===== src/osc_div_cfg.svh =====
// Constants for the programmable oscillator divider
`ifndef OSC_DIV_CFG_SVH
`define OSC_DIV_CFG_SVH
`define CLK_NS 10
`define STAB_CYC 1024
`define RST_LOW_NS 4800
`define PRES_WAIT_NS 300
`define PRES_LOW_NS 1200
`define SAMPLE_NS 300
`define RST_LOW_CYC ((`RST_LOW_NS + `CLK_NS - 1) / `CLK_NS)
`define PRES_WAIT_CYC ((`PRES_WAIT_NS + `CLK_NS - 1) / `CLK_NS)
`define PRES_LOW_CYC ((`PRES_LOW_NS + `CLK_NS - 1) / `CLK_NS)
`define SAMPLE_CYC ((`SAMPLE_NS + `CLK_NS - 1) / `CLK_NS)
`define DIRECT_BIT 1
`define SKIP_BIT 2
`define RATIO_BIT 3
`define COUNT_DEFAULT 9'h000
`define PRESCALE_DEFAULT 9'h034
`define COUNT_MAX 9'h1FF
`define PRESCALE_MAX 9'h030
`define CMD_WR_COUNT 8'h01
`define CMD_WR_PRESCALE 8'h02
`define CMD_RD_COUNT 8'hA1
`define CMD_RD_PRESCALE 8'hA2
`define CMD_LAST_BIT 4'h7
`define DATA_LAST_BIT 4'h8
`endif


===== src/osc_div_pkg.sv =====
// Types for the programmable oscillator divider
package osc_div_pkg;
  typedef enum logic [7:0] {
    ST_POR = 8'h01,
    ST_RUN = 8'h02,
    ST_PIDLE = 8'h04,
    ST_PWAIT = 8'h08,
    ST_PRES = 8'h10,
    ST_CMD = 8'h20,
    ST_DATA = 8'h40,
    ST_IGNORE = 8'h80
  } state_t;
endpackage


===== src/programmable_osc_divider.sv =====
// Oscillator divider core with single-wire configuration port
`timescale 1ns/1ps
`include "osc_div_cfg.svh"
module programmable_osc_divider #(
  parameter int STAB_CYCLES = `STAB_CYC
) (
  input wire logic ref_clk,
  input wire logic srst,
  input wire logic factoryInit,
  input wire logic pinIn,
  output logic pinOut,
  output logic pinOe,
  output logic progMode
);
  osc_div_pkg::state_t state_reg;
  logic [11:0] stabCnt_reg;
  logic modeProg_reg;
  logic [8:0] nvCount_reg;
  logic [8:0] nvPrescale_reg;
  logic [8:0] workCount_reg;
  logic [8:0] workPrescale_reg;
  logic lineReg;
  logic [11:0] lowCnt_reg;
  logic [11:0] slotCnt_reg;
  logic slotAct_reg;
  logic [3:0] bitCnt_reg;
  logic [8:0] shift_reg;
  logic isRead_reg;
  logic isPrescale_reg;
  logic [11:0] periodCnt_reg;
  logic clkOut_reg;
  logic [11:0] divisor;
  logic stabDone;
  logic fall;
  logic rise;
  logic resetSeen;
  logic sampleNow;
  logic cmdDone;
  logic [7:0] cmdByte;
  logic [8:0] commitData;
  logic commitNow;
  logic runMode;
  logic directOn;
  logic progBus;

  assign runMode = state_reg == osc_div_pkg::ST_RUN;
  assign stabDone = state_reg == osc_div_pkg::ST_POR && stabCnt_reg == 12'(STAB_CYCLES - 1);
  assign progMode = modeProg_reg;
  assign fall = lineReg && !pinIn;
  assign rise = !lineReg && pinIn;
  assign progBus = state_reg inside {osc_div_pkg::ST_PIDLE, osc_div_pkg::ST_CMD,
                                     osc_div_pkg::ST_DATA, osc_div_pkg::ST_IGNORE};
  assign resetSeen = progBus && rise && lowCnt_reg >= 12'(`RST_LOW_CYC);
  assign sampleNow = slotAct_reg && slotCnt_reg == 12'(`SAMPLE_CYC - 1);
  assign cmdByte = {pinIn, shift_reg[8:2]};
  assign cmdDone = state_reg == osc_div_pkg::ST_CMD && sampleNow
                   && bitCnt_reg == `CMD_LAST_BIT;
  assign commitData = {pinIn, shift_reg[8:1]};
  assign commitNow = state_reg == osc_div_pkg::ST_DATA && sampleNow && !isRead_reg
                     && bitCnt_reg == `DATA_LAST_BIT;

  // Power-up stabilisation timer and mode strap
  always_ff @(posedge ref_clk)
  begin
    if (srst)
    begin
      stabCnt_reg <= 12'h000;
      modeProg_reg <= 1'b0;
    end
    else if (state_reg == osc_div_pkg::ST_POR)
    begin
      stabCnt_reg <= stabCnt_reg + 12'h001;
      // Strap caught on the first clock after release
      if (stabCnt_reg == 12'h000)
        modeProg_reg <= pinIn;
    end
  end

  // Nonvolatile words survive srst; only the factory load and committed writes set them
  always_ff @(posedge ref_clk)
  begin
    if (factoryInit)
    begin
      nvCount_reg <= `COUNT_DEFAULT;
      nvPrescale_reg <= `PRESCALE_DEFAULT;
    end
    else if (commitNow)
    begin
      if (isPrescale_reg)
        nvPrescale_reg <= commitData;
      else
        nvCount_reg <= commitData;
    end
  end

  // Working copy: forced to maximum, loaded once after stabilisation unless strapped for programming
  always_ff @(posedge ref_clk)
  begin
    if (srst)
    begin
      workCount_reg <= `COUNT_MAX;
      workPrescale_reg <= `PRESCALE_MAX;
    end
    else if (stabDone && !modeProg_reg)
    begin
      workCount_reg <= nvCount_reg;
      workPrescale_reg <= nvPrescale_reg;
    end
  end

  // Field positions follow the layout the master writes
  assign directOn = workPrescale_reg[`DIRECT_BIT];

  always_comb
  begin
    divisor = {3'h0, workCount_reg} + 12'h002;
    if (!workPrescale_reg[`SKIP_BIT])
      divisor = workPrescale_reg[`RATIO_BIT] ? divisor << 1 : divisor << 2;
  end

  // Total divisor counter; odd divisors give a slightly short high phase
  always_ff @(posedge ref_clk)
  begin
    if (srst)
    begin
      periodCnt_reg <= 12'h000;
      clkOut_reg <= 1'b0;
    end
    else
    begin
      if (periodCnt_reg >= divisor - 12'h001)
        periodCnt_reg <= 12'h000;
      else
        periodCnt_reg <= periodCnt_reg + 12'h001;
      clkOut_reg <= periodCnt_reg < (divisor >> 1);
    end
  end

  always_ff @(posedge ref_clk)
  begin
    if (srst)
    begin
      lineReg <= 1'b1;
      lowCnt_reg <= 12'h000;
    end
    else
    begin
      lineReg <= pinIn;
      if (pinIn)
        lowCnt_reg <= 12'h000;
      else if (lowCnt_reg != 12'hFFF)
        lowCnt_reg <= lowCnt_reg + 12'h001;
    end
  end

  // Programming sequencer; a reset pulse restarts any access
  always_ff @(posedge ref_clk)
  begin
    if (srst)
    begin
      state_reg <= osc_div_pkg::ST_POR;
      slotCnt_reg <= 12'h000;
      slotAct_reg <= 1'b0;
      bitCnt_reg <= 4'h0;
      shift_reg <= 9'h000;
      isRead_reg <= 1'b0;
      isPrescale_reg <= 1'b0;
    end
    else if (resetSeen)
    begin
      state_reg <= osc_div_pkg::ST_PWAIT;
      slotCnt_reg <= 12'h000;
      slotAct_reg <= 1'b0;
    end
    else
    begin
      unique case (state_reg)
        osc_div_pkg::ST_POR:
        begin
          if (stabDone)
            state_reg <= modeProg_reg ? osc_div_pkg::ST_PIDLE : osc_div_pkg::ST_RUN;
        end
        osc_div_pkg::ST_RUN, osc_div_pkg::ST_PIDLE, osc_div_pkg::ST_IGNORE:
        begin
          slotAct_reg <= 1'b0;
        end
        osc_div_pkg::ST_PWAIT:
        begin
          if (slotCnt_reg == 12'(`PRES_WAIT_CYC - 1))
          begin
            state_reg <= osc_div_pkg::ST_PRES;
            slotCnt_reg <= 12'h000;
          end
          else
            slotCnt_reg <= slotCnt_reg + 12'h001;
        end
        osc_div_pkg::ST_PRES:
        begin
          if (slotCnt_reg == 12'(`PRES_LOW_CYC - 1))
          begin
            state_reg <= osc_div_pkg::ST_CMD;
            slotCnt_reg <= 12'h000;
            bitCnt_reg <= 4'h0;
          end
          else
            slotCnt_reg <= slotCnt_reg + 12'h001;
        end
        osc_div_pkg::ST_CMD, osc_div_pkg::ST_DATA:
        begin
          if (fall && !slotAct_reg)
          begin
            slotAct_reg <= 1'b1;
            slotCnt_reg <= 12'h000;
          end
          else if (sampleNow)
            slotAct_reg <= 1'b0;
          else if (slotAct_reg)
            slotCnt_reg <= slotCnt_reg + 12'h001;
          if (sampleNow)
          begin
            bitCnt_reg <= bitCnt_reg + 4'h1;
            if (state_reg == osc_div_pkg::ST_CMD)
              shift_reg <= {pinIn, shift_reg[8:1]};
            else if (isRead_reg)
              shift_reg <= {1'b1, shift_reg[8:1]};
            else
              shift_reg <= commitData;
          end
          if (cmdDone)
          begin
            bitCnt_reg <= 4'h0;
            isRead_reg <= cmdByte[7];
            isPrescale_reg <= cmdByte[1];
            unique case (cmdByte)
              `CMD_WR_COUNT, `CMD_WR_PRESCALE:
                state_reg <= osc_div_pkg::ST_DATA;
              `CMD_RD_COUNT:
              begin
                state_reg <= osc_div_pkg::ST_DATA;
                shift_reg <= nvCount_reg;
              end
              `CMD_RD_PRESCALE:
              begin
                state_reg <= osc_div_pkg::ST_DATA;
                shift_reg <= nvPrescale_reg;
              end
              default:
                state_reg <= osc_div_pkg::ST_IGNORE;
            endcase
          end
          if (state_reg == osc_div_pkg::ST_DATA && sampleNow
              && bitCnt_reg == `DATA_LAST_BIT)
            state_reg <= osc_div_pkg::ST_IGNORE;
        end
        default:
          state_reg <= osc_div_pkg::ST_POR;
      endcase
    end
  end

  // Pin is the clock in run mode, an open-drain data line otherwise
  assign pinOe = runMode
                 || state_reg == osc_div_pkg::ST_PRES
                 || (state_reg == osc_div_pkg::ST_DATA && isRead_reg
                     && slotAct_reg && !shift_reg[0]);
  // Direct route forwards the oscillator itself, so no flop in that path
  assign pinOut = runMode && (directOn ? ref_clk : clkOut_reg);
endmodule

===== config.mk =====
export PLATFORM = sky130hd
export DESIGN_NAME = programmable_osc_divider
export DESIGN_NICKNAME = d
export VERILOG_FILES = /design/src/osc_div_pkg.sv /design/src/programmable_osc_divider.sv
export VERILOG_INCLUDE_DIRS = /design/src /design/src/src
export SDC_FILE = /design/constraint.sdc
export NUM_CORES = 1
export LEC_CHECK = 0
export ABC_CLOCK_PERIOD_IN_PS = 3200
export BUFFER_PORTS_ARGS = -buffer_cell sky130_fd_sc_hd__buf_2
export CELL_PAD_IN_SITES_DETAIL_PLACEMENT = 0
export CELL_PAD_IN_SITES_GLOBAL_PLACEMENT = 1
export CORE_MARGIN = 10
export CORE_UTILIZATION = 44
export CTS_CLUSTER_SIZE = 20
export DETAILED_ROUTE_END_ITERATION = 7
export PLACE_DENSITY_LB_ADDON = 0.1
export SLEW_MARGIN = 20
export SYNTH_ARGS = -nofsm -noshare
export SYNTH_HDL_FRONTEND = slang
export SYNTH_SLANG_ARGS = --single-unit
export TNS_END_PERCENT = 100

===== constraint.sdc =====
create_clock -name ref_clk -period 3.2 [get_ports ref_clk]
set_input_delay 0.32 -clock ref_clk [delete_from_list [all_inputs] [get_ports ref_clk]]
set_output_delay 0.32 -clock ref_clk [all_outputs]
set_load 0.1 [all_outputs]

# --- Word-level counts from Yosys, hierarchy flattened ---
# Index checks and enable logic that the tools add are counted.
word_totals:
  regBits: 106
  latchBits: 0
  ram_bits: 0
  mem_bits_ro: 0
  input_bits: 4
  out_inout_bits: 3
  wordCells: 139
  memories: 0
op_classes:
  addsub: 7
  n_mul: 0
  div_mod_pow: 0
  n_lt_le_gt_ge: 3
  eq_ne: 31
  shift: 0
  muxes: 30
  bitwise: 3
  n_reduce_logical: 47
ops:
  columns: ["operator", "n"]
  rows:
  - ["$mux W12", 7]
  - ["$add A12 B1 Y12 const B", 4]
  - ["$mux W8", 6]
  - ["$pmux W8 S5", 1]
  - ["$mux W9", 4]
  - ["$pmux W12 S3", 1]
  - ["$eq A8 B8 Y1 const B", 3]
  - ["$ne A3 B3 Y1 const B", 8]
  - ["$logic_and A1 B1 Y1", 18]
  - ["$pmux W9 S2", 1]
  - ["$eq A8 B1 Y1 const B", 2]
  - ["$eq A8 B2 Y1 const B", 2]
  - ["$mux W4", 4]
  - ["$eq A12 B10 Y1 const B", 1]
  - ["$eq A12 B5 Y1 const B", 1]
  - ["$eq A12 B7 Y1 const B", 1]
  - ["$ge A12 B12 Y1", 1]
  - ["$ge A12 B9 Y1 const B", 1]
  - ["$logic_not A12 Y1", 1]
  - ["$lt A12 B11 Y1", 1]
  - ["$ne A12 B12 Y1 const B", 1]
  - ["$sub A12 B1 Y12 const B", 1]
  - ["$add A9 B2 Y10 const B", 1]
  - ["$reduce_and A2 Y1", 5]
  - ["26 further kinds", 45]

# --- Logic depth before layout (Yosys ltp) ---
logic_depth:
  depth_word: 8
  ltp_mapped: 17

==> results.tsv <==
metric	value	unit
outcome	finished, final reports clean	
RD Place Congestion	0.795	
die height	134	um
initial antenna violation count	0	
max-cap viol count	0	
Rows	41	
core area	0.0126	sq mm
Final Hold Fails	0	
final net count	745	
Setup WS post-layout	0.0509	ns
Hold Crit Depth	3	
Hold Path Origin	pinIn	
Ys Warns	0	
final period utilization	98.4	%
CTS tree	yes	
final WL	13.3	mm
setup total negative slack	0	ns
Layout fillers	1199	
vias per inst	5.50	
Detail Route Antenna Nets	0	
crit path kind	flip-flop to flip-flop	
commonest non-fill, non-tap cell in the layout	dfxtp_1	
most frequent cells in the layout	dfxtp_1 (100), nand2_1 (92), nor2_1 (80)	
depth of the most critical reg-to-reg path	13	
DR WL/cell	14.9	um
Final Power	2640	uW
sequential power share	50.2	%
clock slew at reported path FFs	0.07	ns
layout cells sized above 1	15.1	%
Worst-Skew Late Latency	0.47	ns
final clock skew	0.00887	ns
Congestion Overflow GR	0	
vias in the first global route	4652	
DR pass1 iterations	5	
Async S/R FF share, synth	0	%
area delta synth->final	16.4	%
CP arrival	3.55	ns
Synth Register Bits	105	
pin count of the biggest net entering global routing	45	
Slew @ Worst Pin	0.657	ns
global-route wire length before repair	22.2	mm
reg2reg start	workCount_reg[1]	
Max transition margin	55.9	%
area of the mapped netlist	0.00568	sq mm
unrepaired setup endpoints after global routing	yes	
top_reg_cell synth	dfxtp_1	
RR Endpoint	clkOut_reg	
post-synth net total	719	
pre-CTS setup slack	-0.191	ns
Detail Placement HPWL	9.24	mm
Pint	2060	uW
startpoint class of the critical path	flip-flop	
Cell Pwr Density	400	mW/mm^2
CP endpoint kind	flip-flop	
fmax	318	MHz
HP Class	input pin to flip-flop	
IO buf count	6	
Gate power share	4.0	%
Lkg Pwr	0.00259	uW
Slew Viols, Final	0	
vias	4888	
Yosys cell types	61	
sequential element share of the synthesized area	37.0	%
Mapped Cells	687	
fin crit period	3.15	ns
Setup crit end	clkOut_reg	
die area	0.0179	sq mm
Hold Buf Count CTS	0	
number of synthesized flops with an enable pin	0	
top-level I/O count	7	
chip width	134	um
Mapped Avg Cell Area	8.27	sq um
final count of negative-setup-slack endpoints	0	
initial DRC count	278	
Starting Density	45.0	%
Layout Utilization	52.4	%
Switching Share	22.0	%
CP max FO	4	
R2R setup slack	0.05	ns
NetSw	582	uW
GRT Overall Usage	15.0	%
Antenna Cells	0	
drt drc	0	
Clock power frac	45.8	%
Worst setup startpoint	workCount_reg[1]	
worst path required time	3.60	ns
Max IR drop VDD	0.000319	V
==> worst max-delay path, stage by stage (launching register included) <==
cell and delay, ns:
dfxtp_4 0.37, ha_4 0.18, xnor2_4 0.13, buf_6 0.12, nand2_2 0.06, o21ai_2 0.06, ha_1 0.30, and3_1 0.18
a221o_1 0.33, maj3_2 0.30, maj3_2 0.31, maj3_2 0.31, maj3_2 0.32, a21oi_2 0.11
==> layout make-up <==
type | count | area [sq um] | area share (%)
Inverter | 17 | 63.8 | 0.964
Clock buffer | 17 | 330 | 4.99
Sequential cell | 105 | 2120 | 32.0
Timing Repair Buffer | 40 | 295 | 4.46
Multi-Input combinational cell | 536 | 3580 | 54.1
Clock inverter | 2 | 15.0 | 0.227
Tap cell | 172 | 215 | 3.25
==> repair_timing <==
item	4_1_cts	5_1_grt
endpoints found under the setup margin	12	13
pin swaps	9	9
gates cloned	0	1
buffers inserted	1	3
resized for setup	6	36
==> synthesized netlist by cell type (3+ instances only) <==
master / count / share of area, %
mux2_2: 5 / 0.99
and3_1: 8 / 0.88
o21ai_0: 15 / 1.3
maj3_1: 3 / 0.53
o21bai_1: 3 / 0.40
nor2b_1: 5 / 0.55
xnor2_1: 29 / 4.5
xor2_1: 30 / 4.6
ha_1: 28 / 6.2
mux2i_1: 15 / 2.6
a22o_1: 9 / 1.4
nand2b_1: 5 / 0.55
dfxtp_1: 105 / 37
or3_1: 10 / 1.1
or2_2: 3 / 0.33
nor3_1: 8 / 0.70
a211oi_1: 3 / 0.40
and2_0: 3 / 0.33
a21o_1: 6 / 0.79
nand3_1: 34 / 3.0
clkbuf_1: 20 / 1.3
nand3b_1: 12 / 1.6
inv_1: 17 / 1.1
nor3b_1: 5 / 0.66
a21oi_1: 46 / 4.1
nand4_1: 19 / 2.1
a22oi_1: 7 / 0.92
nand2_1: 93 / 6.1
nor4_1: 4 / 0.44
a31oi_1: 5 / 0.55
nor4b_1: 4 / 0.62
nand4b_1: 3 / 0.46
buf_2: 4 / 0.35
a211o_1: 4 / 0.62
buf_1: 3 / 0.20
nor2_1: 82 / 5.4
and4_1: 4 / 0.62
==> layer usage <==
layer / track usage (%) / part of all wire [%] / vias to the layer above
met4: 6.71 / 2.2 / 0
met2: 24.0 / 47 / 80
met1: 18.8 / 47 / 2343
met5: 0 / 0 / -
li1: - / - / 2439
met3: 3.20 / 3.3 / 26
==> how the worst min path moves through the flow <==
| stage | endpoint | slack, ns |
|---|---|---|
| after floorplan | nvPrescale_reg[0] | 0.43 |
| after global placement | nvPrescale_reg[8] | 0.44 |
| after detailed placement | nvPrescale_reg[8] | 0.45 |
| after CTS | nvPrescale_reg[8] | 0.21 |
| after global routing | nvCount_reg[8] | 0.23 |
| final | nvPrescale_reg[8] | 0.22 |
==> cells by family (layout without fill, tap and decap cells) <==
| logic type | after synthesis | after routing | synth area share (%) |
|---|---|---|---|
| muxes | 20 | 20 | 3.63 |
| xor gates and xnor gates | 59 | 59 | 9.09 |
| DFF | 105 | 105 | 37.0 |
| adders and majority gates | 32 | 32 | 6.89 |
| and+or+nand+nor | 315 | 315 | 27.9 |
| buffers and inverters | 46 | 76 | 3.32 |
| AOI/OAI and AO/OA | 110 | 110 | 12.2 |
==> per-stage QoR <==
step | cell area [sq um] | cells | hold slack (ns)
floorplan | 5720 | 687 | 0.432
global placement | 6070 | 866 | 0.437
detailed placement | 6070 | 866 | 0.451
CTS | 6440 | 885 | 0.211
global route | 6620 | 889 | 0.229
finish | 6620 | 889 | 0.224
==> power by group through the flow <==
stage | Sequential [uW] | Combinational, uW | Clock [uW]
after floorplan | 1360 | 72.0 | 0.931
after global placement | 1360 | 99.5 | 0.924
after detailed placement | 1360 | 102 | 0.926
after CTS | 1330 | 103 | 1240
after global routing | 1330 | 117 | 1290
final | 1330 | 105 | 1210
(Power assumes the default switching activity.)
